===== src/pkg/aux_alu_regs.vh =====
// Register map, field positions and code tables of the aux ALU decoder
`ifndef AUX_ALU_REGS_VH
`define AUX_ALU_REGS_VH

// Register byte offsets
`define AUX_OFS_CTRL      4'h0
`define AUX_OFS_STATUS    4'h4
`define AUX_OFS_COUNT     4'h8
`define AUX_OFS_LAST_IR   4'hC

// Control fields and reset value
`define AUX_CTRL_EN_BIT     0
`define AUX_CTRL_FORCE_BIT  1
`define AUX_CTRL_FCODE_LSB  4
`define AUX_CTRL_RESET      8'h01

// Status fields
`define AUX_ST_FUNC_LSB     0
`define AUX_ST_DRIVE_BIT    4
`define AUX_ST_SERIAL_BIT   5
`define AUX_ST_ROTC_BIT     6
`define AUX_ST_SHR_BIT      7
`define AUX_ST_SHL_BIT      8
`define AUX_ST_CLASS_LSB    9
`define AUX_ST_UNKNOWN_BIT  12

// ALU function codes
`define AUX_FN_ZERO     4'h0
`define AUX_FN_NOT_A    4'h1
`define AUX_FN_A_INC    4'h2
`define AUX_FN_A_DEC    4'h3
`define AUX_FN_A_SUB_B  4'h4
`define AUX_FN_PASS_A   4'h5
`define AUX_FN_PASS_B   4'h6
`define AUX_FN_A_ADD_B  4'h8
`define AUX_FN_A_AND_B  4'h9
`define AUX_FN_A_CLR_B  4'hA
`define AUX_FN_A_OR_B   4'hB
`define AUX_FN_A_XOR_B  4'hC

// Two-operand group, instruction bits 14:12
`define AUX_OP_MOVE     3'h1
`define AUX_OP_CMP      3'h2
`define AUX_OP_BTST     3'h3
`define AUX_OP_BCLR     3'h4
`define AUX_OP_BSET     3'h5
`define AUX_OP_ADDSUB   3'h6
// Exclusive-or, instruction bits 15:9
`define AUX_OP_XOR      7'h3C
// One-operand group, instruction bits 14:6
`define AUX_OP_CLR      9'h028
`define AUX_OP_COM      9'h029
`define AUX_OP_INC      9'h02A
`define AUX_OP_DEC      9'h02B
`define AUX_OP_NEG      9'h02C
`define AUX_OP_ADC      9'h02D
`define AUX_OP_SUBC     9'h02E
`define AUX_OP_TST      9'h02F
`define AUX_OP_ROR      9'h030
`define AUX_OP_ROL      9'h031
`define AUX_OP_ASR      9'h032
`define AUX_OP_ASL      9'h033
// Full-width one-operand codes, instruction bits 15:6
`define AUX_OP_BSWAP    10'h003
`define AUX_OP_MARK     10'h034
`define AUX_OP_MFPI     10'h035
`define AUX_OP_MTPI     10'h036
`define AUX_OP_SEXT     10'h037
`define AUX_OP_MTPS     10'h234
`define AUX_OP_MFPD     10'h235
`define AUX_OP_MTPD     10'h236
`define AUX_OP_MFPS     10'h237

`endif


===== src/rtl/aux_alu_decoder.v =====
// Auxiliary ALU function decoder with Avalon-MM control registers
//
// Summary of operation
// RULE1: Choose the ALU operation for scratchpad-op-B combine steps.
// RULE2: Two-operand table drives the function code only during setup strobe.
// RULE3: One-operand table drives the function code only during setup strobe.
// RULE4: Move gives 0101 pass A; compare and subtract give 0100.
// RULE5: Add gives 1000, A plus B.
// RULE6: Bit test 1001, bit clear 1010, bit set 1011.
// RULE7: Exclusive-or gives 1100.
// RULE8: Clear gives 0000, a zero result.
// RULE9: Complement gives 0001, inverse of A.
// RULE10: Increment gives 0010.
// RULE11: Decrement gives 0011.
// RULE12: Negate gives 0100.
// RULE13: Add-carry gives 0101 with carry clear, 0010 with carry set.
// RULE14: Subtract-carry gives 0101 with carry clear, 0011 with carry set.
// RULE15: Byte swap, test, previous-space and status moves give 0101.
// RULE16: Rotates and arithmetic shifts give 0110, pass B.
// RULE17: Sign extend gives 0000 or 0110 by negative flag; mark gives 0000.
// RULE18: Rotate/shift table yields the B register shift controls.
// RULE19: Shift-in and rotate carry come from shift kind, B lsb, N, C.
// RULE20: Shift-in select feeds the byte multiplexer for bit 7.
// RULE21: Rotate carry feeds the carry and overflow logic.
// RULE22: Microcode strobes setup on the B-to-B step before each combine.
// RULE23: Outputs follow instruction and flags in the strobe cycle.
`timescale 1ns/10ps
`include "aux_alu_regs.vh"

module aux_alu_decoder #(
    parameter CNT_W = 32                  // Setup strobe counter width
) (
    input  wire        clk_sys,           // System clock, 200 MHz
    input  wire        rst,               // Async reset, active high
    input  wire [15:0] instr,             // Current instruction register
    input  wire        aux_setup,         // Setup strobe from microcode
    input  wire        negative_flag,     // Condition code N
    input  wire        carry_flag,        // Condition code C
    input  wire        breg_lsb,          // B register bit 0
    output reg  [3:0]  alu_func_q,        // ALU function code
    output reg         func_drive_q,      // Function code is valid
    output reg         shift_right_q,     // Shift B right
    output reg         shift_left_q,      // Shift B left
    output reg         serial_shift_q,    // Shift-in bit to byte_shift_multiplexer
    output reg         rotate_carry_q,    // New carry to C/V logic
    input  wire [3:0]  avs_address,       // Byte address
    input  wire        avs_read,          // Read request
    input  wire        avs_write,         // Write request
    input  wire [31:0] avs_writedata,     // Write data
    input  wire [3:0]  avs_byteenable,    // Byte lanes
    output reg  [31:0] avs_readdata_q,    // Read data
    output reg         avs_waitrequest_q  // Wait request
);

    localparam [2:0] CL_NONE  = 3'h0;
    localparam [2:0] CL_TWO   = 3'h1;
    localparam [2:0] CL_ONE   = 3'h2;
    localparam [2:0] CL_SHIFT = 3'h3;

    localparam [CNT_W-1:0] CNT_ONE = {{(CNT_W-1){1'b0}}, 1'b1};

    // Control and status state
    reg  [7:0]       ctrl_q;
    reg  [CNT_W-1:0] setup_cnt_q;
    reg  [15:0]      last_ir_q;
    reg  [2:0]       class_q;
    reg              unknown_q;

    // Decode results
    reg  [3:0]       func_d;
    reg  [2:0]       class_d;
    reg              known_d;
    reg              shr_d;
    reg              shl_d;
    reg              serial_d;
    reg              rotc_d;

    wire [2:0]  two_op  = instr[14:12];
    wire [8:0]  one_op  = instr[14:6];
    wire [9:0]  full_op = instr[15:6];
    wire        dec_en  = ctrl_q[`AUX_CTRL_EN_BIT];
    wire        force_en = ctrl_q[`AUX_CTRL_FORCE_BIT];
    wire [3:0]  force_fn = ctrl_q[`AUX_CTRL_FCODE_LSB +: 4];

    // Bus request in its wait cycle, and write being answered this cycle
    wire bus_req  = (avs_read | avs_write) & avs_waitrequest_q;
    wire wr_ack   = avs_write & ~avs_waitrequest_q;
    wire clr_unk  = wr_ack & (avs_address == `AUX_OFS_STATUS) &
                    avs_byteenable[1] &
                    avs_writedata[`AUX_ST_UNKNOWN_BIT];
    wire clr_cnt  = wr_ack & (avs_address == `AUX_OFS_COUNT) &
                    (|avs_byteenable);

    // Function tables
    always @* begin
        func_d  = `AUX_FN_ZERO;
        class_d = CL_NONE;
        known_d = 1'b1;
        if (two_op != 3'h0 && two_op != 3'h7) begin
            class_d = CL_TWO;
            case (two_op)
                `AUX_OP_MOVE: begin
                    func_d = `AUX_FN_PASS_A; // RULE4
                end
                `AUX_OP_CMP: begin
                    func_d = `AUX_FN_A_SUB_B; // RULE4
                end
                `AUX_OP_BTST: begin
                    func_d = `AUX_FN_A_AND_B; // RULE6
                end
                `AUX_OP_BCLR: begin
                    func_d = `AUX_FN_A_CLR_B; // RULE6
                end
                `AUX_OP_BSET: begin
                    func_d = `AUX_FN_A_OR_B; // RULE6
                end
                `AUX_OP_ADDSUB: begin
                    // Bit 15 tells subtract from add
                    if (instr[15]) begin
                        func_d = `AUX_FN_A_SUB_B; // RULE4
                    end else begin
                        func_d = `AUX_FN_A_ADD_B; // RULE5
                    end
                end
                default: begin
                    known_d = 1'b0;
                end
            endcase
        end else if (instr[15:9] == `AUX_OP_XOR) begin
            class_d = CL_TWO;
            func_d  = `AUX_FN_A_XOR_B; // RULE7
        end else begin
            class_d = CL_ONE;
            case (one_op)
                `AUX_OP_CLR: begin
                    func_d = `AUX_FN_ZERO; // RULE8
                end
                `AUX_OP_COM: begin
                    func_d = `AUX_FN_NOT_A; // RULE9
                end
                `AUX_OP_INC: begin
                    func_d = `AUX_FN_A_INC; // RULE10
                end
                `AUX_OP_DEC: begin
                    func_d = `AUX_FN_A_DEC; // RULE11
                end
                `AUX_OP_NEG: begin
                    func_d = `AUX_FN_A_SUB_B; // RULE12
                end
                `AUX_OP_ADC: begin
                    if (carry_flag) begin
                        func_d = `AUX_FN_A_INC; // RULE13
                    end else begin
                        func_d = `AUX_FN_PASS_A; // RULE13
                    end
                end
                `AUX_OP_SUBC: begin
                    if (carry_flag) begin
                        func_d = `AUX_FN_A_DEC; // RULE14
                    end else begin
                        func_d = `AUX_FN_PASS_A; // RULE14
                    end
                end
                `AUX_OP_TST: begin
                    func_d = `AUX_FN_PASS_A; // RULE15
                end
                `AUX_OP_ROR, `AUX_OP_ROL,
                `AUX_OP_ASR, `AUX_OP_ASL: begin
                    class_d = CL_SHIFT;
                    func_d  = `AUX_FN_PASS_B; // RULE16
                end
                default: begin
                    case (full_op)
                        `AUX_OP_BSWAP, `AUX_OP_MFPI,
                        `AUX_OP_MTPI, `AUX_OP_MTPS,
                        `AUX_OP_MFPD, `AUX_OP_MTPD,
                        `AUX_OP_MFPS: begin
                            func_d = `AUX_FN_PASS_A; // RULE15
                        end
                        `AUX_OP_MARK: begin
                            func_d = `AUX_FN_ZERO; // RULE17
                        end
                        `AUX_OP_SEXT: begin
                            if (negative_flag) begin
                                func_d = `AUX_FN_PASS_B; // RULE17
                            end else begin
                                func_d = `AUX_FN_ZERO; // RULE17
                            end
                        end
                        default: begin
                            class_d = CL_NONE;
                            known_d = 1'b0;
                        end
                    endcase
                end
            endcase
        end
    end

    // Rotate/shift table; word view, N stands for the old bit 15
    always @* begin
        shr_d    = 1'b0;
        shl_d    = 1'b0;
        serial_d = 1'b0;
        rotc_d   = carry_flag;
        if (class_d == CL_SHIFT) begin
            case (one_op)
                `AUX_OP_ROR: begin
                    shr_d    = 1'b1; // RULE18
                    serial_d = carry_flag; // RULE19
                    rotc_d   = breg_lsb; // RULE19
                end
                `AUX_OP_ROL: begin
                    shl_d    = 1'b1; // RULE18
                    serial_d = carry_flag; // RULE19
                    rotc_d   = negative_flag; // RULE19
                end
                `AUX_OP_ASR: begin
                    shr_d    = 1'b1; // RULE18
                    serial_d = negative_flag; // RULE19
                    rotc_d   = breg_lsb; // RULE19
                end
                `AUX_OP_ASL: begin
                    shl_d    = 1'b1; // RULE18
                    serial_d = 1'b0; // RULE19
                    rotc_d   = negative_flag; // RULE19
                end
                default: begin
                    shr_d = 1'b0;
                end
            endcase
        end
    end

    // Registered outputs, re-evaluated on every setup strobe while decoding is enabled
    always @(posedge clk_sys or posedge rst) begin
        if (rst) begin
            alu_func_q     <= `AUX_FN_ZERO;
            func_drive_q   <= 1'b0;
            shift_right_q  <= 1'b0;
            shift_left_q   <= 1'b0;
            serial_shift_q <= 1'b0;
            rotate_carry_q <= 1'b0;
            class_q        <= CL_NONE;
            last_ir_q      <= 16'h0000;
        end else begin
            // Drive only in the cycle after a strobe with decoding enabled
            func_drive_q <= aux_setup & dec_en; // RULE2 RULE3
            if (aux_setup && dec_en) begin
                // Forced code overrides the function tables for bring-up
                if (force_en) begin
                    alu_func_q <= force_fn;
                end else begin
                    alu_func_q <= func_d; // RULE1 RULE23
                end
                shift_right_q  <= shr_d; // RULE18
                shift_left_q   <= shl_d; // RULE18
                serial_shift_q <= serial_d; // RULE20
                rotate_carry_q <= rotc_d; // RULE21
                class_q        <= class_d;
                last_ir_q      <= instr;
            end else begin
                alu_func_q     <= `AUX_FN_ZERO; // RULE2 RULE3
                shift_right_q  <= 1'b0;
                shift_left_q   <= 1'b0;
                serial_shift_q <= 1'b0;
                rotate_carry_q <= rotate_carry_q;
            end
        end
    end

    // Sticky unknown-instruction flag; a new hit beats the clear
    always @(posedge clk_sys or posedge rst) begin
        if (rst) begin
            unknown_q <= 1'b0;
        end else if (aux_setup && dec_en && !known_d) begin
            unknown_q <= 1'b1;
        end else if (clr_unk) begin
            unknown_q <= 1'b0;
        end
    end

    // Strobe counter; a strobe in the clear cycle counts as one
    always @(posedge clk_sys or posedge rst) begin
        if (rst) begin
            setup_cnt_q <= {CNT_W{1'b0}};
        end else if (clr_cnt) begin
            if (aux_setup) begin
                setup_cnt_q <= CNT_ONE;
            end else begin
                setup_cnt_q <= {CNT_W{1'b0}};
            end
        end else if (aux_setup) begin
            setup_cnt_q <= setup_cnt_q + CNT_ONE;
        end
    end

    // Control register write
    always @(posedge clk_sys or posedge rst) begin
        if (rst) begin
            ctrl_q <= `AUX_CTRL_RESET;
        end else if (wr_ack && avs_address == `AUX_OFS_CTRL &&
                     avs_byteenable[0]) begin
            ctrl_q <= avs_writedata[7:0];
        end
    end

    // Read mux
    reg [31:0] rd_d;
    always @* begin
        rd_d = 32'h00000000;
        case (avs_address)
            `AUX_OFS_CTRL: begin
                rd_d[7:0] = ctrl_q;
            end
            `AUX_OFS_STATUS: begin
                rd_d[`AUX_ST_FUNC_LSB +: 4]  = alu_func_q;
                rd_d[`AUX_ST_DRIVE_BIT]      = func_drive_q;
                rd_d[`AUX_ST_SERIAL_BIT]     = serial_shift_q;
                rd_d[`AUX_ST_ROTC_BIT]       = rotate_carry_q;
                rd_d[`AUX_ST_SHR_BIT]        = shift_right_q;
                rd_d[`AUX_ST_SHL_BIT]        = shift_left_q;
                rd_d[`AUX_ST_CLASS_LSB +: 3] = class_q;
                rd_d[`AUX_ST_UNKNOWN_BIT]    = unknown_q;
            end
            `AUX_OFS_COUNT: begin
                rd_d[CNT_W-1:0] = setup_cnt_q;
            end
            `AUX_OFS_LAST_IR: begin
                rd_d[15:0] = last_ir_q;
            end
            default: begin
                rd_d = 32'h00000000;
            end
        endcase
    end

    // One wait cycle per access keeps read data registered
    always @(posedge clk_sys or posedge rst) begin
        if (rst) begin
            avs_waitrequest_q <= 1'b1;
            avs_readdata_q    <= 32'h00000000;
        end else if (bus_req) begin
            avs_waitrequest_q <= 1'b0;
            if (avs_read) begin
                avs_readdata_q <= rd_d;
            end
        end else begin
            avs_waitrequest_q <= 1'b1;
        end
    end

endmodule


===== config.mk =====
export PLATFORM = sky130hd
export DESIGN_NAME = aux_alu_decoder
export DESIGN_NICKNAME = d
export VERILOG_FILES = /design/src/rtl/aux_alu_decoder.v
export VERILOG_INCLUDE_DIRS = /design/src /design/src/pkg
export SDC_FILE = /design/constraint.sdc
export NUM_CORES = 1
export LEC_CHECK = 0
export BUFFER_PORTS_ARGS = -buffer_cell sky130_fd_sc_hd__buf_2
export CORE_UTILIZATION = 54
export CTS_CLUSTER_DIAMETER = 150
export CTS_CLUSTER_SIZE = 8
export DETAILED_ROUTE_END_ITERATION = 6
export PLACE_DENSITY = 0.78
export REMOVE_ABC_BUFFERS = 1
export SLEW_MARGIN = 20
export SYNTH_ARGS = -nofsm -noshare
export SYNTH_HDL_FRONTEND = slang
export SYNTH_SLANG_ARGS = --single-unit

===== constraint.sdc =====
create_clock -name clk_sys -period 3.4 [get_ports clk_sys]
set_clock_uncertainty 0.15 [all_clocks]
set_input_delay 0.34 -clock clk_sys [delete_from_list [all_inputs] [get_ports clk_sys]]
set_output_delay 0.34 -clock clk_sys [all_outputs]
set_load 0.05 [all_outputs]

==> reports/metrics.json <==
{
  "p_per_area": {"value": 524.7, "unit": "mW/mm²"},
  "synth_top_cell_by_area": {"value": "sky130_fd_sc_hd__dfrtp_1"},
  "count_of_nets_after_finishing": {"value": 582},
  "area_delta_synth_final": {"value": 15.97, "unit": "%"},
  "synth_top_area_share": {"value": 52.53, "unit": "%"},
  "cellLeakagePower": {"value": 2.758, "unit": "nW"},
  "synthDistinctLibCells": {"value": 49},
  "final.setup.tns": {"value": 0, "unit": "ns"},
  "total_vias_in_the_final_route": {"value": 3611},
  "synth_top_family_by_area": {"value": "simple AND/OR/NAND/NOR gates"},
  "yosys.area_share.simple": {"value": 18.36, "unit": "%"},
  "post_cts_resize_count": {"value": 0},
  "place.port_buffers": {"value": 82},
  "highest_net_fanout_along_the_worst_path": {"value": 8},
  "detail_route.vias_per_cell": {"value": 5.759},
  "synth_area": {"value": 0.004716, "unit": "mm²"},
  "number_of_global_route_vias_before_repair": {"value": 3453},
  "first_iter_violations": {"value": 200},
  "numCtsBuffers": {"value": 9},
  "place.detailed.instances": {"value": 608},
  "setup_slack": {"value": 1.265, "unit": "ns"},
  "dr.pass1.iters": {"value": 5},
  "start_kind": {"value": "input port"},
  "finish.utilization": {"value": 65.57, "unit": "%"},
  "global_route.overflow_total": {"value": 0},
  "timing_worst_slew_pin_value": {"value": 0.9860, "unit": "ns"},
  "worst_setup_path_end_kind": {"value": "register"},
  "gpl.final_weighted_congestion": {"value": 0.8903},
  "ant_diodes": {"value": 0},
  "fin_hold_ws": {"value": -0.05923, "unit": "ns"},
  "ioPinCount": {"value": 106},
  "clkTransAtPathRegs": {"value": 0.10, "unit": "ns"},
  "synth_edf_count": {"value": 0},
  "cts_tree": {"value": "built"},
  "cp.arrival": {"value": 2.23, "unit": "ns"},
  "violations": {"value": "hold timing"},
  "fraction_of_layout_cells_with_a_size_suffix_above_1": {"value": 26.44, "unit": "%"},
  "clock_sink_total": {"value": 101},
  "h-tree-depth": {"value": 3},
  "synth-xor-area-share": {"value": 5.943, "unit": "%"},
  "period_needed": {"value": 2.135, "unit": "ns"},
  "yosys_warnings": {"value": 0},
  "grt_pass1_wl": {"value": 17060, "unit": "µm"},
  "final_min_period_over_clock_period": {"value": 62.80, "unit": "%"},
  "finalHoldViolations": {"value": 37},
  "final_cells": {"value": 627},
  "asyncSetResetFlopFracSynth": {"value": 100.0, "unit": "%"},
  "root_buffer": {"value": "sky130_fd_sc_hd__clkbuf_8"},
  "outcome": {"value": "finished with violations"},
  "placementRows": {"value": 33},
  "core_region_area": {"value": 0.008341, "unit": "mm²"},
  "max-clock-path-buffers": {"value": 2},
  "largest_net_degree_at_the_start_of_global_routing": {"value": 85},
  "hold_class": {"value": "in2async"},
  "global_route.usage.total": {"value": 24.56, "unit": "%"},
  "setup-violations-final": {"value": 0},
  "synth_compound_area_share": {"value": 10.64, "unit": "%"},
  "post-place-ws": {"value": 1.075, "unit": "ns"},
  "irDropWorstVdd": {"value": 0.3333, "unit": "mV"},
  "die_h": {"value": 95.45, "unit": "µm"},
  "max_freq": {"value": 468.3, "unit": "MHz"},
  "postCtsSetupBuffers": {"value": 0},
  "timing.max_cap.violations": {"value": 0},
  "synthesis.instances": {"value": 434},
  "floorplan.initialDensity": {"value": 56.54, "unit": "%"},
  "fp.dieArea": {"value": 0.009111, "unit": "mm²"},
  "critical-path-max-stage-delay": {"value": 0.52, "unit": "ns"},
  "die_w": {"value": 95.45, "unit": "µm"},
  "synthesis.area_per_instance": {"value": 10.87, "unit": "µm²"},
  "synth_fa_ha_area_share": {"value": 0.2653, "unit": "%"},
  "placed_cell_area": {"value": 0.005231, "unit": "mm²"},
  "drt_wl_total": {"value": 10420, "unit": "µm"},
  "final_cell_area": {"value": 0.005469, "unit": "mm²"},
  "number_of_design_rule_violations_left_after_detail_routing": {"value": 0},
  "critPathKind": {"value": "in2reg"},
  "worst_path_max_delay_cell": {"value": "sky130_fd_sc_hd__dlygate4sd3_1"},
  "synth_mux_area_share": {"value": 8.278, "unit": "%"},
  "yosys-top-cells-area": {"value": "sky130_fd_sc_hd__dfrtp_1 53%, sky130_fd_sc_hd__nand2_1 5.7%, sky130_fd_sc_hd__a22o_1 4.8%, sky130_fd_sc_hd__xor2_1 4.8%, sky130_fd_sc_hd__mux4_2 3.3%"},
  "worst_skew_late_latency": {"value": 0.36, "unit": "ns"},
  "data_required_time_of_the_critical_path": {"value": 3.50, "unit": "ns"},
  "grt_antenna_before_repair": {"value": 0},
  "timing.final.max_slew_violations": {"value": 0},
  "dp_hpwl": {"value": 7232, "unit": "µm"},
  "route.antenna.remaining_nets": {"value": 0},
  "setup_repair_after_global_routing_missed_its_margin": {"value": "no"},
  "wire_per_inst": {"value": 16.62, "unit": "µm"},
  "yosysSeqAreaShare": {"value": 53.65, "unit": "%"},
  "ys_dominant_reg_cell": {"value": "sky130_fd_sc_hd__dfrtp_1"},
  "synth_seq_cells": {"value": 101},
  "timing.reg2reg.setup_slack": {"value": 1.27, "unit": "ns"},
  "cp_cell_sequence": {"value": "dlygate4sd3_1 -> buf_2 -> nand2b_1 -> nor3_1 -> nand3_1 -> mux2_2"},
  "slew_headroom": {"value": 33.91, "unit": "%"}
}
[state kept, by name, summed over array words and instances (netlist names), 2 cells and up]
register and cells:
alu_func_q 4, class_q 2, ctrl_q 8, avs_readdata_q 32, setup_cnt_q 32, last_ir_q 16
[worst max-delay path, delay by kind of cell]
kind / cells / cell delay, ns
AND/OR/NAND/NOR: 3 / 0.82
buffers and inverters: 2 / 0.63
multiplexers: 1 / 0.44
[cells in the mapped netlist, types with 7 or more instances]
| library cell | instances |
|---|---|
| sky130_fd_sc_hd__xor2_1 | 26 |
| sky130_fd_sc_hd__inv_1 | 10 |
| sky130_fd_sc_hd__nor3_1 | 8 |
| sky130_fd_sc_hd__nand2_1 | 71 |
| sky130_fd_sc_hd__dfrtp_1 | 99 |
| sky130_fd_sc_hd__o21ai_0 | 15 |
| sky130_fd_sc_hd__nand4_1 | 13 |
| sky130_fd_sc_hd__mux4_2 | 7 |
| sky130_fd_sc_hd__clkbuf_1 | 13 |
| sky130_fd_sc_hd__nand3_1 | 16 |
| sky130_fd_sc_hd__nor2_1 | 36 |
| sky130_fd_sc_hd__mux2_2 | 13 |
| sky130_fd_sc_hd__a22o_1 | 26 |
| sky130_fd_sc_hd__and3_1 | 7 |
[where the power goes]
part / switching [mW] / internal (mW) / leakage, nW
logic: 0.336 / 0.224 / 1.30
registers: 0.144 / 1.38 / 1.35
clock network: 0.438 / 0.353 / 0.106
total: 0.917 / 1.95 / 2.76
[worst paths after layout]
path,start,to,cells past startpoint
worst min register to register,last_ir_q[8]$_DFFE_PP0P_,last_ir_q[8]$_DFFE_PP0P_,2
min in group clk_sys,instr[4],last_ir_q[4]$_DFFE_PP0P_,3
worst min-delay path,rst,avs_readdata_q[18]$_DFFE_PP0P_,2
worst max register to register,avs_waitrequest_q$_DFF_PP1_,avs_readdata_q[30]$_DFFE_PP0P_,4
max in group asynchronous,rst,last_ir_q[7]$_DFFE_PP0P_,3
worst max-delay path,avs_write,ctrl_q[6]$_DFFE_PP0P_,6
[area by class of cell]
cell class	instances	area, µm²
Inverter	10	42.54
Timing Repair Buffer	93	500.5
Sequential cell	101	2530
Tap cell	105	131.4
Clock inverter	7	81.33
Fill cell	675	2872
Multi-Input combinational cell	302	2059
Clock buffer	9	123.9
[cell usage in the layout (no fill, tap or decap), types with 4 or more instances in the layout]
cell / count
sky130_fd_sc_hd__a22o_1: 26
sky130_fd_sc_hd__clkbuf_8: 9
sky130_fd_sc_hd__xnor2_1: 6
sky130_fd_sc_hd__o31ai_1: 4
sky130_fd_sc_hd__xor2_1: 26
sky130_fd_sc_hd__nand3_1: 16
sky130_fd_sc_hd__nor2_1: 36
sky130_fd_sc_hd__mux4_2: 7
sky130_fd_sc_hd__a21oi_1: 6
sky130_fd_sc_hd__mux2i_1: 6
sky130_fd_sc_hd__a22oi_1: 5
sky130_fd_sc_hd__o21ai_0: 15
sky130_fd_sc_hd__buf_4: 8
sky130_fd_sc_hd__buf_2: 82
sky130_fd_sc_hd__nor3_1: 8
sky130_fd_sc_hd__nand2_1: 71
sky130_fd_sc_hd__nand2b_1: 5
sky130_fd_sc_hd__dfrtp_1: 99
sky130_fd_sc_hd__inv_1: 9
sky130_fd_sc_hd__nand4_1: 13
sky130_fd_sc_hd__and3_1: 7
sky130_fd_sc_hd__mux2_2: 13
[what timing repair did]
item | in CTS | in global routing
hold endpoints to repair | 1 | 1
hold buffers | 2 | 1
endpoints found under the setup margin | 0 | 0
[routing by layer]
metal  track usage, %  vias up  wire, µm
met5                0        -         0
met4            6.716        0       107
met3            4.226        9       527
met2            40.83      119      5132
met1            33.30     1780      4651
li1                 -     1703         -
[metrics by stage]
step,power [mW],hold WS [ns]
finish,2.870,-0.05923
global route,3.008,0.009240
CTS,2.882,0.005882
detailed placement,2.098,0.3070
global placement,2.066,0.3019
floorplan,1.905,0.2530
[cell families (layout without fill, tap and decap cells)]
logic type	Yosys count	count (layout)
AND/OR/NAND/NOR	174	174
buffers and inverters	31	119
AO/OA/AOI/OAI	68	68
flip-flops	101	101
multiplexers	27	27
adder cells (fa/ha/maj)	1	1
XOR/XNOR	32	32
(Power assumes the default switching activity.)
